--- config.mk ---
export PLATFORM = sky130hd
export DESIGN_NAME = memory_map_mode_control
export DESIGN_NICKNAME = d
export VERILOG_FILES = /design/src/hw/mmc_pkg.sv /design/src/hw/page_map.sv /design/src/hw/memory_map_mode_control.sv
export SDC_FILE = /design/constraint.sdc
export NUM_CORES = 1
export LEC_CHECK = 0
export BUFFER_PORTS_ARGS = -buffer_cell sky130_fd_sc_hd__buf_2
export CAP_MARGIN = 20
export CORE_MARGIN = 2
export CORE_UTILIZATION = 44
export CTS_BUF_LIST = sky130_fd_sc_hd__clkbuf_4
export CTS_CLUSTER_SIZE = 10
export DETAILED_ROUTE_END_ITERATION = 7
export PLACE_DENSITY = 0.86
export SYNTH_ARGS = -nofsm -noshare
export SYNTH_HDL_FRONTEND = slang
export SYNTH_SLANG_ARGS = --single-unit
--- constraint.sdc ---
create_clock -name hclk -period 2.5 [get_ports hclk]
set_input_delay 0.125 -clock hclk [delete_from_list [all_inputs] [get_ports hclk]]
set_output_delay 0.125 -clock hclk [all_outputs]
set_load 0.05 [all_outputs]
--- src/hw/mmc_pkg.sv ---
// Constants shared by the memory map and mode control block.
// Assumes an 18-bit global address space and an 8-bit register index.
package mmc_pkg;
	////////////////////////////////////////////////////////////////////////////
	// Register indices; the byte address on the bus is four times the index
	localparam logic [7:0] IDX_RSVD_A = 8'h0A; // Reserved, reads zero
	localparam logic [7:0] IDX_MODE = 8'h0B; // Operating mode select
	localparam logic [7:0] IDX_RSVD_10 = 8'h10; // Reserved, reads zero
	localparam logic [7:0] IDX_DIRECT = 8'h11; // Direct page base
	localparam logic [7:0] IDX_RSVD_12 = 8'h12; // Reserved, reads zero
	localparam logic [7:0] IDX_RSVD_13 = 8'h13; // Reserved, reads zero
	localparam logic [7:0] IDX_RSVD_14 = 8'h14; // Reserved, reads zero
	localparam logic [7:0] IDX_PROGRAM_PAGE_WINDOW_INDEX = 8'h15; // Program page window index
	////////////////////////////////////////////////////////////////////////////
	// Field positions and reset values
	localparam int MODE_BIT = 7; // Mode bit position in its register
	localparam logic MODE_NORMAL = 1'b1; // Normal single chip
	localparam logic MODE_SPECIAL = 1'b0; // Special single chip
	localparam logic [7:0] DIRECT_RST = 8'h00; // Direct page after reset
	localparam int PAGE_W = 4; // Page index width
	localparam logic [3:0] PROGRAM_PAGE_WINDOW_INDEX_RST = 4'hE; // Window page after reset
	////////////////////////////////////////////////////////////////////////////
	// Local map
	localparam logic [3:0] PAGE_LOW = 4'hC; // Fixed page at 0x0000
	localparam logic [3:0] PAGE_MID = 4'hD; // Fixed page at 0x4000
	localparam logic [3:0] PAGE_TOP = 4'hF; // Fixed page at 0xC000
	localparam logic [1:0] WIN_SLOT = 2'b10; // Local 0x8000-0xBFFF window
	localparam logic [1:0] LOW_SLOT = 2'b00; // Local 0x0000-0x3FFF
	localparam logic [1:0] MID_SLOT = 2'b01; // Local 0x4000-0x7FFF
	////////////////////////////////////////////////////////////////////////////
	// Global map
	localparam logic [17:0] REG_TOP = 18'h003FF; // Register space top
	localparam logic [17:0] RAM_END = 18'h04000; // RAM ends below this
	localparam logic [17:0] DFL_LO = 18'h04400; // Data flash bottom
	localparam logic [17:0] DFL_HI = 18'h053FF; // Data flash top
	localparam logic [18:0] PFL_END = 19'h40000; // Program flash ends below this
	////////////////////////////////////////////////////////////////////////////
	// Bus encodings
	localparam logic [1:0] HTRANS_NONSEQ = 2'b10; // Only transfer type used
	localparam logic HRESP_OKAY = 1'b0; // Always answered
	// Last bus owner on the on-chip side
	typedef enum logic [1:0] {
		OWN_NONE = 2'b00,
		OWN_CPU = 2'b01,
		OWN_BDM = 2'b10
	} owner_t;
endpackage : mmc_pkg

--- src/hw/page_map.sv ---
// Local to global address expansion with implemented-range check.
// Assumes page and direct bases come from registers on the same clock.
`timescale 1ns/100ps
module page_map #(
	parameter logic [17:0] RAM_SIZE = 18'h01800, // Implemented RAM bytes
	parameter logic [18:0] FLASH_SIZE = 19'h10000 // Implemented program flash bytes
) (
	input wire logic [15:0] local_addr, // Local address from a master
	input wire logic direct_mode, // Access uses direct addressing
	input wire logic [7:0] direct_base, // Direct page base
	input wire logic [3:0] page_index, // Program window page
	output logic [17:0] global_addr, // Expanded global address
	output logic is_pflash, // Hits program flash
	output logic is_unimpl // Hits nothing on chip
);
	logic [15:0] eff_addr; // Local address after direct substitution
	logic [3:0] page; // Selected 16 kB page
	logic [18:0] ga_ext; // Global address widened for range compares

	////////////////////////////////////////////////////////////////////////////
	// Direct page supplies the upper byte; 256-byte page both maps
	always_comb begin
		eff_addr = direct_mode ? {direct_base, local_addr[7:0]} : local_addr;
	end

	// Page selection: window uses the index, other slots are fixed
	always_comb begin
		unique case (eff_addr[15:14])
			mmc_pkg::WIN_SLOT: page = page_index;
			mmc_pkg::LOW_SLOT: page = mmc_pkg::PAGE_LOW;
			mmc_pkg::MID_SLOT: page = mmc_pkg::PAGE_MID;
			default: page = mmc_pkg::PAGE_TOP;
		endcase
	end

	// Low local space keeps registers, RAM and data flash at their own place
	always_comb begin
		if (eff_addr < mmc_pkg::DFL_HI[15:0] + 16'h0001 && eff_addr[15:14] != mmc_pkg::WIN_SLOT
			&& ({2'b00, eff_addr} <= mmc_pkg::REG_TOP
			|| {2'b00, eff_addr} >= mmc_pkg::DFL_LO
			|| ({2'b00, eff_addr} >= mmc_pkg::RAM_END - RAM_SIZE
			&& {2'b00, eff_addr} < mmc_pkg::RAM_END))) begin
			global_addr = {2'b00, eff_addr};
		end else begin
			global_addr = {page, eff_addr[13:0]};
		end
		ga_ext = {1'b0, global_addr};
	end

	// Range checks; anything outside every resource is unimplemented
	always_comb begin
		is_pflash = ga_ext >= mmc_pkg::PFL_END - FLASH_SIZE;
		is_unimpl = !(is_pflash
			|| global_addr <= mmc_pkg::REG_TOP
			|| (global_addr < mmc_pkg::RAM_END && global_addr >= mmc_pkg::RAM_END - RAM_SIZE)
			|| (global_addr >= mmc_pkg::DFL_LO && global_addr <= mmc_pkg::DFL_HI));
	end
endmodule : page_map

--- src/hw/memory_map_mode_control.sv ---
// Memory map control: mode, direct page, window page, arbitration, checks.
// Assumes hresetn is the device reset pin and the masters share hclk.
//
// How it works
// - Mode pin sampled when reset releases
// - Pin rules in reset, register bit after
// - Mode write only on allowed transition
// - Bad transition keeps bit, locks outside special
// - Secured device ignores all mode writes
// - Direct page: any time special, once normal
// - Direct base forms address bits 15 to 8
// - 256-byte direct page in both maps
// - Unimplemented processor access outside debug firmware raises system reset
// - Paging reaches 256 kB global space
// - Arbitrate two masters, separate map each
// - Special mode enters background debug after reset
// - Secured denies external program flash access
// - Four index bits pick window page
// - Window index resets to page 0x0E
`timescale 1ns/100ps
module memory_map_mode_control #(
	parameter logic [17:0] RAM_SIZE = 18'h01800, // Implemented RAM bytes
	parameter logic [18:0] FLASH_SIZE = 19'h10000 // Implemented flash bytes
) (
	input wire logic hclk, // Bus clock
	input wire logic hresetn, // Reset pin, active low
	input wire logic hsel, // Slave select
	input wire logic [31:0] haddr, // Byte address
	input wire logic [1:0] htrans, // Transfer type
	input wire logic hwrite, // Write when high
	input wire logic [2:0] hsize, // Transfer size, word only
	input wire logic [31:0] hwdata, // Write data
	input wire logic hready, // Bus ready
	output logic hreadyout, // Slave ready
	output logic [31:0] hrdata, // Read data
	output logic hresp, // Response, always OKAY
	input wire logic mode_select_pin_bit, // Mode pin, asynchronous
	input wire logic secured, // Device secured, asynchronous
	input wire logic cpu_req, // Processor access request
	input wire logic [15:0] cpu_addr, // Processor local address
	input wire logic cpu_direct, // Processor uses direct addressing
	input wire logic cpu_firmware, // Processor runs debug firmware
	input wire logic bdm_req, // Debug access request
	input wire logic [15:0] bdm_addr, // Debug local address
	input wire logic [3:0] bdm_page, // Debug program page index
	input wire logic debug_exit, // Debug leaves active state, pulse
	output logic cpu_grant, // Processor owns the bus this cycle
	output logic bdm_grant, // Debug module owns the bus this cycle
	output logic [17:0] global_addr, // Granted global address
	output logic global_valid, // Global address is valid
	output logic access_denied, // Debug flash access refused, pulse
	output logic illegal_reset, // System reset request, pulse
	output logic background_debug, // Active background debug state
	output logic normal_single_chip // Current mode is normal
);
	logic mode_meta_reg, mode_sync_reg; // Mode pin synchroniser
	logic sec_meta_reg, sec_sync_reg; // Secure input synchroniser
	logic captured_reg; // Pin value has been taken
	logic mode_reg, mode_next; // Mode bit
	logic lock_reg, lock_next; // Mode bit locked against writes
	logic [7:0] direct_reg, direct_next; // Direct page base
	logic direct_done_reg; // Direct page written once in normal
	logic [3:0] program_page_window_index_reg, program_page_window_index_next; // Program window page
	logic wr_pend_reg; // Write data phase pending
	logic [7:0] wr_idx_reg; // Index of pending write
	logic wr_mode, wr_direct, wr_program_page_window_index; // Per register write strobes
	logic cur_mode; // Effective mode
	logic addr_phase; // Address phase taken this edge
	logic [7:0] rd_value; // Read mux output
	logic [15:0] sel_addr; // Granted local address
	logic [17:0] map_addr; // Expanded address
	logic map_pflash, map_unimpl; // Range flags
	mmc_pkg::owner_t owner_reg, owner_next; // Last owner

	////////////////////////////////////////////////////////////////////////////
	// Synchronisers: first stage feeds only the second
	// No reset on these flops: the pin value must reach the capture flop
	// while reset is still held, or every release would read special mode
	always_ff @(posedge hclk) begin
		mode_meta_reg <= mode_select_pin_bit;
		mode_sync_reg <= mode_meta_reg;
	end

	// Secure level keeps its value through reset, so no unsecured window
	// opens for the first cycles after release
	always_ff @(posedge hclk) begin
		sec_meta_reg <= secured;
		sec_sync_reg <= sec_meta_reg;
	end

	// Pin follows while reset holds; the register bit rules afterwards
	always_comb begin
		cur_mode = captured_reg ? mode_reg : mode_sync_reg;
		normal_single_chip = cur_mode;
	end

	////////////////////////////////////////////////////////////////////////////
	// Bus slave: zero wait states, word transfers only
	always_comb begin
		addr_phase = hsel && hready && htrans == mmc_pkg::HTRANS_NONSEQ;
		hreadyout = 1'b1;
		hresp = mmc_pkg::HRESP_OKAY;
	end

	// Remember a write until its data phase
	always_ff @(posedge hclk or negedge hresetn) begin
		if (!hresetn) begin
			wr_pend_reg <= 1'b0;
			wr_idx_reg <= 8'h00;
		end else begin
			// Range check taken in the address phase; haddr moves on after it
			wr_pend_reg <= addr_phase && hwrite && haddr[31:10] == 22'h0;
			wr_idx_reg <= haddr[9:2];
		end
	end

	// Reserved and unmapped indices match no strobe, so writes vanish
	always_comb begin
		wr_mode = wr_pend_reg && wr_idx_reg == mmc_pkg::IDX_MODE;
		wr_direct = wr_pend_reg && wr_idx_reg == mmc_pkg::IDX_DIRECT;
		wr_program_page_window_index = wr_pend_reg && wr_idx_reg == mmc_pkg::IDX_PROGRAM_PAGE_WINDOW_INDEX;
	end

	////////////////////////////////////////////////////////////////////////////
	// Mode write filter; lock and security both block it
	always_comb begin
		mode_next = mode_reg;
		lock_next = lock_reg;
		if (wr_mode && !sec_sync_reg && !lock_reg) begin
			if (mode_reg == mmc_pkg::MODE_SPECIAL) begin
				mode_next = hwdata[mmc_pkg::MODE_BIT];
			end else if (hwdata[mmc_pkg::MODE_BIT] == mmc_pkg::MODE_SPECIAL) begin
				lock_next = 1'b1;
			end
		end
	end

	// Mode capture on release and its write path
	always_ff @(posedge hclk or negedge hresetn) begin
		if (!hresetn) begin
			captured_reg <= 1'b0;
			mode_reg <= mmc_pkg::MODE_NORMAL;
			lock_reg <= 1'b0;
		end else if (!captured_reg) begin
			captured_reg <= 1'b1;
			mode_reg <= mode_sync_reg;
		end else begin
			mode_reg <= mode_next;
			lock_reg <= lock_next;
		end
	end

	////////////////////////////////////////////////////////////////////////////
	// Direct page: open in special, write-once in normal
	always_comb begin
		direct_next = direct_reg;
		if (wr_direct && (cur_mode == mmc_pkg::MODE_SPECIAL || !direct_done_reg)) begin
			direct_next = hwdata[7:0];
		end
	end

	always_ff @(posedge hclk or negedge hresetn) begin
		if (!hresetn) begin
			direct_reg <= mmc_pkg::DIRECT_RST;
			direct_done_reg <= 1'b0;
		end else begin
			direct_reg <= direct_next;
			if (wr_direct && cur_mode == mmc_pkg::MODE_NORMAL) begin
				direct_done_reg <= 1'b1;
			end
		end
	end

	// Window page index, written any time
	always_comb begin
		program_page_window_index_next = wr_program_page_window_index ? hwdata[3:0] : program_page_window_index_reg;
	end

	always_ff @(posedge hclk or negedge hresetn) begin
		if (!hresetn) begin
			program_page_window_index_reg <= mmc_pkg::PROGRAM_PAGE_WINDOW_INDEX_RST;
		end else begin
			program_page_window_index_reg <= program_page_window_index_next;
		end
	end

	////////////////////////////////////////////////////////////////////////////
	// Read mux looks at next values so a read right after a write is fresh
	always_comb begin
		unique case (haddr[9:2])
			mmc_pkg::IDX_MODE: rd_value = {(captured_reg ? mode_next : mode_sync_reg), 7'h00};
			mmc_pkg::IDX_DIRECT: rd_value = direct_next;
			mmc_pkg::IDX_PROGRAM_PAGE_WINDOW_INDEX: rd_value = {4'h0, program_page_window_index_next};
			default: rd_value = 8'h00;
		endcase
	end

	always_ff @(posedge hclk or negedge hresetn) begin
		if (!hresetn) begin
			hrdata <= 32'h00000000;
		end else if (addr_phase && !hwrite) begin
			hrdata <= (haddr[31:10] == 22'h0) ? {24'h000000, rd_value} : 32'h00000000;
		end
	end

	////////////////////////////////////////////////////////////////////////////
	// Arbitration: debug module first, it stalls the processor for every cycle it requests
	always_comb begin
		bdm_grant = bdm_req;
		cpu_grant = cpu_req && !bdm_req;
		owner_next = bdm_req ? mmc_pkg::OWN_BDM : (cpu_req ? mmc_pkg::OWN_CPU : mmc_pkg::OWN_NONE);
		sel_addr = bdm_req ? bdm_addr : cpu_addr;
	end

	// One mapper; each master brings its own page and direct rules
	page_map #(
		.RAM_SIZE(RAM_SIZE),
		.FLASH_SIZE(FLASH_SIZE)
	) u_map (
		.local_addr(sel_addr),
		.direct_mode(cpu_grant && cpu_direct),
		.direct_base(direct_reg),
		.page_index(bdm_req ? bdm_page : program_page_window_index_reg),
		.global_addr(map_addr),
		.is_pflash(map_pflash),
		.is_unimpl(map_unimpl)
	);

	// Registered global access and the checks on it
	always_ff @(posedge hclk or negedge hresetn) begin
		if (!hresetn) begin
			owner_reg <= mmc_pkg::OWN_NONE;
			global_addr <= 18'h00000;
			global_valid <= 1'b0;
			access_denied <= 1'b0;
			illegal_reset <= 1'b0;
		end else begin
			owner_reg <= owner_next;
			global_addr <= map_addr;
			access_denied <= bdm_grant && sec_sync_reg && map_pflash;
			global_valid <= (cpu_grant || bdm_grant) && !(bdm_grant && sec_sync_reg && map_pflash);
			illegal_reset <= cpu_grant && map_unimpl && !cpu_firmware;
		end
	end

	////////////////////////////////////////////////////////////////////////////
	// Background debug entered after reset in special mode
	always_ff @(posedge hclk or negedge hresetn) begin
		if (!hresetn) begin
			background_debug <= 1'b0;
		end else if (!captured_reg) begin
			background_debug <= mode_sync_reg == mmc_pkg::MODE_SPECIAL;
		end else if (debug_exit) begin
			background_debug <= 1'b0;
		end
	end

	////////////////////////////////////////////////////////////////////////////
	// Checks
	// All checks sleep while reset is held; the capture cycle is checked first
	chk_mode_capture: assert property (@(posedge hclk) disable iff (!hresetn)
		!captured_reg |=> mode_reg == $past(mode_sync_reg))
		else $error("mode not captured from pin");
	chk_mode_source: assert property (@(posedge hclk) disable iff (!hresetn)
		!captured_reg |-> normal_single_chip == mode_sync_reg)
		else $error("mode does not follow pin before capture");
	chk_secure_block: assert property (@(posedge hclk) disable iff (!hresetn)
		captured_reg && sec_sync_reg |=> $stable(mode_reg) && $stable(lock_reg))
		else $error("mode changed while secured");
	chk_no_return: assert property (@(posedge hclk) disable iff (!hresetn)
		captured_reg && mode_reg == mmc_pkg::MODE_NORMAL |=> mode_reg == mmc_pkg::MODE_NORMAL)
		else $error("normal mode left");
	chk_lock_set: assert property (@(posedge hclk) disable iff (!hresetn)
		captured_reg && wr_mode && !sec_sync_reg && mode_reg == mmc_pkg::MODE_NORMAL
		&& hwdata[mmc_pkg::MODE_BIT] == mmc_pkg::MODE_SPECIAL |=> lock_reg)
		else $error("refused transition did not lock");
	chk_lock_hold: assert property (@(posedge hclk) disable iff (!hresetn)
		lock_reg |=> lock_reg && $stable(mode_reg))
		else $error("locked mode bit changed");
	chk_direct_once: assert property (@(posedge hclk) disable iff (!hresetn)
		direct_done_reg && normal_single_chip |=> $stable(direct_reg))
		else $error("direct page rewritten in normal mode");
	chk_program_page_window_index_write: assert property (@(posedge hclk) disable iff (!hresetn)
		wr_program_page_window_index |=> program_page_window_index_reg == $past(hwdata[3:0]))
		else $error("window page not written");
	chk_grant_excl: assert property (@(posedge hclk) disable iff (!hresetn)
		!(cpu_grant && bdm_grant) && (!bdm_req || bdm_grant))
		else $error("arbitration broken");
	chk_flash_deny: assert property (@(posedge hclk) disable iff (!hresetn)
		access_denied |-> !global_valid)
		else $error("denied access still issued");
	chk_illegal_rst: assert property (@(posedge hclk) disable iff (!hresetn)
		illegal_reset |-> $past(cpu_grant) && owner_reg == mmc_pkg::OWN_CPU)
		else $error("reset request without processor access");
	cov_mode_leave: cover property (@(posedge hclk) disable iff (!hresetn)
		captured_reg && $rose(mode_reg));
	cov_lock: cover property (@(posedge hclk) disable iff (!hresetn) $rose(lock_reg));
	cov_illegal: cover property (@(posedge hclk) disable iff (!hresetn) illegal_reset);
	cov_deny: cover property (@(posedge hclk) disable iff (!hresetn) access_denied);
endmodule : memory_map_mode_control

Yosys cells after proc, flatten, opt, wreduce, memory -nomap -nowiden
Index checks and enable logic that the tools add are counted.
Storage, ports and cells
  register bits after elaboration: 83
  input bits: 117
  output and inout port bits: 59
  word-level logic and storage cells: 100
Cells by class
  $lt $le $gt $ge: 11
  eq/ne operators: 11
  mux-type cells: 15
  bitwise gates (word level): 3
  reduce and logical (&&, ||, !) cells: 42
Operator list (count)
  $eq 8x5->1 const B: 4
  $lt 16x15->1 const B: 2
  $mux 16: 2
  $logic_and 1x1->1: 24
  $pmux 8 s3: 1
  $logic_not 22->1: 1
  $ge 18x14->1 const B: 1
  $ge 18x15->1 const B: 1
  $ge 18x18->1 const B: 1
  $le 18x10->1 const B: 1
  $le 18x15->1 const B: 1
  $lt 18x15->1 const B: 1
  $mux 18: 1
  $eq 8x4->1 const B: 2
  $ge 16x14->1 const B: 1
  $ge 16x15->1 const B: 1
  $le 16x10->1 const B: 1
  $mux 8: 2
  $pmux 4 s3: 1
  $logic_not 1->1: 8
  $mux 4: 2
  $logic_or 1x1->1: 7
  $mux 1: 6
  $eq 2x2->1 const B: 2
  other kinds (5): 8

Longest topological paths before layout
Gate-level depths: netlist of run 1.
  depth in word-level cells: 16
  depth in mapped cells: 9
  gate-level depth less buffers: 8

Hierarchy
From an unflattened synthesis of run 1, not the netlist that was laid out.
Unflattened totals
  cell total of the unflattened synthesis: 242
  area, all modules: 2885.3 um2
Modules (own cells, without submodules)
  memory_map_mode_control: instances 1, cells each 192, area each 2502.4 um2
  page_map: instances 1, cells each 50, area each 382.9 um2

Worst setup path before layout of run 1
No wires, ideal clock.
  kind: register to register
  start: register captured_reg
  end: register hrdata[7]
  arrival time: 2.035 ns
  slack: 0.344 ns
  cell stages (with the launch flop): 8
  buffers on the path: 0
  clock period less this slack: 2.156 ns
  cells stage by stage: dfrtp_1 nor2b_1 a21o_1 nand2_1 nand3_1 mux2_2 a22o_1 a22o_1
Between the ends
  longest elaborated chain between the ends: 7
  elaborated cells on any way between the ends: 8
  those cells by class: 5 x mux; 1 x bitwise; 2 x reduce/logical
Ends and longest elaborated chain
  start, declared: RTL line memory_map_mode_control.sv:58  | logic captured_reg;
  start signal, assigned: RTL line memory_map_mode_control.sv:141  | captured_reg <= 1'b0;
  start signal, assigned: RTL line memory_map_mode_control.sv:145  | captured_reg <= 1'b1;
  $mux 1: RTL line memory_map_mode_control.sv:93  | cur_mode = captured_reg ? mode_reg : mode_sync_reg;
  named net normal_single_chip: RTL line memory_map_mode_control.sv:54  | output logic normal_single_chip
  $not 1->1: RTL line memory_map_mode_control.sv:157  | if (wr_direct && (cur_mode == mmc_pkg::MODE_SPECIAL || !direct_done_reg)) begin
  $logic_or 1x1->1: RTL line memory_map_mode_control.sv:157
  $logic_and 1x1->1: RTL line memory_map_mode_control.sv:157
  $mux 8: RTL line memory_map_mode_control.sv:157
  named net direct_next[7]: RTL line memory_map_mode_control.sv:61  | logic [7:0] direct_reg, direct_next;
  $pmux 8 s3: RTL line memory_map_mode_control.sv:190  | unique case (haddr[9:2])
  $mux 8: RTL line memory_map_mode_control.sv:202  | hrdata <= (haddr[31:10] == 22'h0) ? {24'h000000, rd_value} : 32'h00000000;
  end signal, assigned: RTL line memory_map_mode_control.sv:202
  end, declared: RTL line memory_map_mode_control.sv:35  | output logic [31:0] hrdata,
The timed path passes the listed nets, and every way through them passes these cells.
A chain may end at the register's enable or synchronous reset.

Final worst setup path of run 1
  start: register direct_reg[7]
  end: register illegal_reset
Between the ends
  longest elaborated chain between the ends: 13
  elaborated cells on any way between the ends: 31
  those cells by class: 11 x order compare; 3 x eq/ne; 3 x mux; 14 x reduce/logical
Ends and longest elaborated chain
  start, declared: RTL line memory_map_mode_control.sv:61
  start signal, assigned: RTL line memory_map_mode_control.sv:164  | direct_reg <= mmc_pkg::DIRECT_RST;
  start signal, assigned: RTL line memory_map_mode_control.sv:167  | direct_reg <= direct_next;
  $mux 16 *: RTL line page_map.sv:23  | eff_addr = direct_mode ? {direct_base, local_addr[7:0]} : local_addr;
  $le 16x10->1 (tied with other cells): RTL line page_map.sv:39  | && ({2'b00, eff_addr} <= mmc_pkg::REG_TOP
  $logic_or 1x1->1 / $logic_and 1x1->1 (equally long branches): RTL line page_map.sv:40, page_map.sv:42
  $logic_or 1x1->1: RTL line page_map.sv:41  | || ({2'b00, eff_addr} >= mmc_pkg::RAM_END - RAM_SIZE
  $logic_and 1x1->1: RTL line page_map.sv:39
  $mux 18 *: RTL line page_map.sv:38  | if (eff_addr < mmc_pkg::DFL_HI[15:0] + 16'h0001 && eff_addr[15:14] != mmc_pkg::WIN_SLOT
  named net map_addr[14]: RTL line memory_map_mode_control.sv:71  | logic [17:0] map_addr;
  $ge 18x18->1 (tied with other cells): RTL line page_map.sv:52  | is_pflash = ga_ext >= mmc_pkg::PFL_END - FLASH_SIZE;
  $logic_or 1x1->1 / $logic_and 1x1->1 (equally long branches): RTL line page_map.sv:54, page_map.sv:55
  $logic_or 1x1->1: RTL line page_map.sv:55  | || (global_addr < mmc_pkg::RAM_END && global_addr >= mmc_pkg::RAM_END - RAM_SIZE)
  $logic_or 1x1->1 *: RTL line page_map.sv:56  | || (global_addr >= mmc_pkg::DFL_LO && global_addr <= mmc_pkg::DFL_HI));
  $logic_not 1->1 *: RTL line page_map.sv:53  | is_unimpl = !(is_pflash
  $logic_and 1x1->1 * (2 in a row): RTL line memory_map_mode_control.sv:242  | illegal_reset <= cpu_grant && map_unimpl && !cpu_firmware;
  end signal, assigned: RTL line memory_map_mode_control.sv:242
  end, declared: RTL line memory_map_mode_control.sv:52  | output logic illegal_reset,
Mark *: on every way through the listed nets, which the timed path passes. The rest lies on a longest branch.

==> impl_metrics.tcl, run 1 <==
set metrics [dict create \
    yosys.area.top_type "dfrtp_1" \
    routed_wl_microns 6650 \
    largest_register_ffs 18 \
    vias 2377 \
    final_cell_mix "buf_2 (120), dfrtp_1 (51), dlygate4sd3_1 (39)" \
    crit_type "flop to flop" \
    arrival_ns 2.46 \
    fp.dieArea_sq_um 7090 \
    nets 525 \
    cts_tree "yes" \
    avgSynthCellArea_sq_um 11.7 \
    ys_top_cells_by_area "dfrtp_1 (45%), mux2_2 (8.0%), buf_4 (7.2%)" \
    portBuffers 120 \
    setup-violations-final 0 \
    ir_worst_vdd_mv 0.334 \
    critical_path_required_ns 2.80 \
    drt-vias-per-instance 4.85 \
    grt_pass1_vias 2447 \
    boundaryPins 176 \
    max_cap_violations 0 \
    cts_buffers 9 \
    syn_inst 243 \
    endpoint_kind "flop" \
    syn-cell-area_sq_um 2830 \
    path_cells "o311ai_4 -> o21ai_2 -> mux2_1 -> a222oi_1 -> nor4_1 -> nor4b_2" \
    min_period_over_period_pct 86.5 \
    power.total_uw 2350 \
    initial_core_util_pct 45.1 \
    wl_met1_microns 2690 \
    wl_met3_microns 471 \
    grt_pass1_wl_microns 10900 \
    skew_ns 0.0141 \
    area_growth_pct 39.8 \
    cts_resized 0 \
    min_path_type "input pin to flop" \
    diodes 0 \
    yosysTopAreaCellShare_pct 45.1 \
    yosys_warnings 0 \
    final_common_cell "buf_2" \
    start_kind "flop" \
    synth.distinct_cells 53 \
    async_flop_share_pct 93.2 \
    post-cts-setup-buffers 0 \
    synth_edf_count 0 \
    min_period_ns 2.16 \
    core_sq_um 6280 \
    critical_path.max_stage_delay_ns 0.46 \
    drive_gt1_share_pct 42.9 \
    antenna_found_initial 0 \
    h-tree-depth 3 \
    cellLeakagePower_uw 0.00197 \
    cts-root-buf "clkbuf_4" \
    power.density_nw_per_um2 593 \
    fin_tns_setup_ns 0 \
    drt_iter0_drc 84 \
    rows 29 \
    wire_per_inst_microns 13.6 \
    place_congestion 0.804 \
    slew_violations 0 \
    clkTransAtPathRegs_ns 0.10 \
    rr_worst_depth 6 \
    finalHoldViolCount 0 \
    max_freq_mhz 463 \
    worst-path-max-fanout 6 \
    cts_hold_buf 39 \
    min_path_cells 2 \
    die_h_microns 84.2 \
    fin_hold_ws_ns 0.0468 \
    grt_max_degree 39 \
    track_usage_pct 19.4 \
    drcViolationCount 0 \
    dr.max_layer_used "met4" \
    final_antenna_net_count 0 \
    cts_sinks 59 \
    insertion_delay_ns 0.38 \
    synth-seq-cells 59 \
    routed-wl-met2_microns 3380 \
    synth_top_flop_cell "dfrtp_1" \
    yosysSeqAreaShare_pct 51.6 \
    die_w_microns 84.2 \
    place_hpwl_microns 4860 \
    largest-register "global_addr" \
    final_util_pct 63.1 \
    grt_overflow 0 \
    dr.pass1.iters 4 \
    rsz0062_at_grt "false" \
    cpMaxStageDelayCell "o311ai_4" \
    clock_path_buffers 2 \
    status "finished clean" \
]
final cells by class:
| class | count | area, sq um |
|---|---|---|
| fillers | 513 | 2320 |
| flip-flops and latches | 59 | 1460 |
| multi-input cells | 167 | 1190 |
| repair buffers | 163 | 1020 |
| well taps | 77 | 96.3 |
| clock inverters | 6 | 80.1 |
| clock buffers | 10 | 75.1 |
| inverters | 8 | 30.0 |
power by group:
part	internal, uW	switching, uW	leakage, uW
Clock	409	345	0.0000815
Sequential	1010	18.9	0.000696
Combinational	195	370	0.00120
Total	1610	734	0.00197
kinds of logic after synthesis:
kind of cell,after synthesis,synth area share (%)
other cells,2,0.265
simple gates,72,14.4
flops,59,51.6
mux,29,11.2
buf+inv,42,9.50
compound gates,39,13.1
cells in the mapped netlist, types with 4 or more instances:
| library cell | instances |
|---|---|
| a21bo_1 | 4 |
| nor4_1 | 8 |
| nor2b_1 | 9 |
| mux2i_1 | 8 |
| clkbuf_1 | 4 |
| buf_4 | 27 |
| mux2_2 | 20 |
| dfstp_2 | 4 |
| a31o_2 | 4 |
| inv_1 | 6 |
| dfrtp_1 | 51 |
| nor2_1 | 13 |
| nand2_1 | 15 |
| nand3_1 | 6 |
| dfxtp_1 | 4 |
layer usage:
layer	track usage (%)	vias to the layer above
met3	4.52	10
met5	0	-
li1	-	1157
met1	23.2	1105
met2	33.9	105
met4	7.62	0
critical path, delay by kind of cell (launching register included):
kind            cells  cell delay [ns]
simple gates        2             0.35
mux                 1             0.34
flops               1             0.43
compound gates      3             0.96
path summary, 6_finish.rpt:
path / from / endpoint / slack [ns]
max: direct_reg[7] / illegal_reset / 0.34
min: hwdata[7] / mode_reg / 0.05
max reg2reg: direct_reg[7] / illegal_reset / 0.34
min reg2reg: mode_meta_reg / mode_sync_reg / 0.34
max in group asynchronous: hresetn / mode_reg / 1.48
min in group asynchronous: hresetn / global_addr[14] / 0.18
stage by stage:
step | cell area [sq um] | std cells | setup WS [ns]
2_1_floorplan | 2930 | 268 | 0.344
3_3_place_gp | 3410 | 435 | 0.243
3_5_place_dp | 3410 | 435 | 0.198
4_1_cts | 3960 | 490 | 0.288
5_1_grt | 3960 | 490 | 0.221
6_report | 3960 | 490 | 0.339
Power figures use the tool's default switching activity.
==> inputs of run 2 (changes only) <==
--- a/config.mk
+++ b/config.mk
@@ -12,6 +12,7 @@
 export CTS_BUF_LIST = sky130_fd_sc_hd__clkbuf_4
 export CTS_CLUSTER_SIZE = 10
 export DETAILED_ROUTE_END_ITERATION = 7
+export GPL_TIMING_DRIVEN = 0
 export PLACE_DENSITY = 0.86
 export SYNTH_ARGS = -nofsm -noshare
 export SYNTH_HDL_FRONTEND = slang
==> impl_metrics.tcl, run 2 (synthesized netlist as in run 1, its figures left out) <==
set metrics [dict create \
    max_freq_mhz 461 \
    final_common_cell "buf_2" \
    cts_tree "yes" \
    antenna_found_initial 0 \
    place_hpwl_microns 5220 \
    largest_register_ffs 18 \
    arrival_ns 2.49 \
    clkPwrFrac_pct 28.2 \
    track_usage_pct 20.6 \
    cts_sinks 59 \
    vias 2487 \
    routed_wl_microns 7310 \
    die_w_microns 84.2 \
    slew_violations 0 \
    insertion_delay_ns 0.40 \
    final_antenna_net_count 0 \
    status "finished clean" \
    critical_path_required_ns 2.82 \
    rows 29 \
    cellLeakagePower_uw 0.00212 \
    core_sq_um 6280 \
    drt-vias-per-instance 4.76 \
    finalHoldViolCount 0 \
    seq_power_share_pct 45.1 \
    place_area_sq_um 3640 \
    setup-violations-final 0 \
    min_period_ns 2.17 \
    fp.dieArea_sq_um 7090 \
    drcViolationCount 0 \
    dr.pass1.iters 4 \
    place_congestion 0.833 \
    final_cell_mix "buf_2 (122), dfrtp_1 (51), dlygate4sd3_1 (40)" \
    portBuffers 120 \
    post-cts-setup-buffers 0 \
    skew_ns 0.0145 \
    crit_type "flop to flop" \
    rsz0062_at_grt "false" \
    fin_tns_setup_ns 0 \
    p_sw_uw 752 \
    grt_pass1_vias 2610 \
    clock_path_buffers 2 \
    start_kind "flop" \
    grt_max_degree 44 \
    cts_buffers 9 \
    diodes 0 \
    largest-register "global_addr" \
    worst-path-max-fanout 6 \
    postLayoutCellArea_sq_um 4180 \
    max_cap_violations 0 \
    area_growth_pct 47.6 \
    internal_power_uw 1530 \
    endpoint_kind "flop" \
    grt_overflow 0 \
    initial_core_util_pct 45.1 \
    power.density_nw_per_um2 546 \
    nets 557 \
    drive_gt1_share_pct 46.1 \
    p_comb_share_pct 26.7 \
    cts-root-buf "clkbuf_4" \
    die_h_microns 84.2 \
    boundaryPins 176 \
    clkTransAtPathRegs_ns 0.10 \
    min_path_type "input pin to flop" \
    slew_headroom_pct 65.9 \
    h-tree-depth 3 \
    ir_worst_vdd_mv 0.383 \
    switching_share_pct 33.0 \
    min_period_over_period_pct 86.8 \
    wire_per_inst_microns 14.0 \
    power.total_uw 2280 \
    grt_pass1_wl_microns 11500 \
    drt_iter0_drc 98 \
    tightest_slew_ns 0.511 \
]
[run 2: cell type report]
| class | instances | area, sq um |
|---|---|---|
| buffer | 34 | 239 |
| sequential | 59 | 1460 |
| tap | 77 | 96.3 |
| inverter | 8 | 30.0 |
| fill | 505 | 2100 |
| timing repair buffer | 161 | 1020 |
| multi-input combinational | 167 | 1210 |
| clock inverter | 7 | 58.8 |
| clock buffer | 9 | 67.6 |
[run 2: through the flow]
step           util, %  hold slack (ns)  worst slack, ns  std cells
2_1_floorplan        -           -0.171            0.344        268
3_3_place_gp      57.7            0.229            0.240        465
3_5_place_dp      58.0           0.0377            0.137        466
4_1_cts           66.4          0.00920            0.104        522
5_1_grt           66.6           0.0426            0.169        522
6_report          66.6           0.0241            0.330        522
[run 2: worst max-delay path, stage by stage, from the launching register on]
cell and delay (ns):
dfrtp_1 0.43, o311ai_4 0.46, o21ai_2 0.18, mux2_1 0.33, a222oi_1 0.33, nor4_1 0.10, nor4b_2 0.26
[run 2: timing repair]
action | CTS | global route
endpoints found under the hold margin | 87 | 0
endpoints found under the setup margin | 0 | 3
hold buffers | 40 | 0
resized for setup | 0 | 2
[run 2: power groups by stage]
stage                     Clock (uW)  Combinational (uW)  Sequential [uW]
after CTS                        658                 605             1030
after floorplan                    0                 276             1160
final                            644                 608             1030
after global routing             696                 648             1030
after detailed placement           0                 551             1050
after global placement             0                 542             1050
[run 2: path summary, 6_finish.rpt]
path,cells after the start,slack (ns),end,startpoint
max,6,0.33,illegal_reset,direct_reg[7]
min,3,0.02,global_addr[9],cpu_addr[9]
max reg2reg,6,0.33,illegal_reset,direct_reg[7]
min reg2reg,0,0.33,sec_sync_reg,sec_meta_reg
max in group asynchronous,3,1.76,program_page_window_index_reg[3],hresetn
min in group asynchronous,2,0.16,global_addr[4],hresetn
[run 2: per-layer routing]
layer,share of wire [%],global-route usage (%),up-vias
met5,0,0,-
met4,2.0,8.65,0
met3,6.7,5.11,14
met2,51,37.5,110
met1,40,22.8,1138
li1,-,-,1225
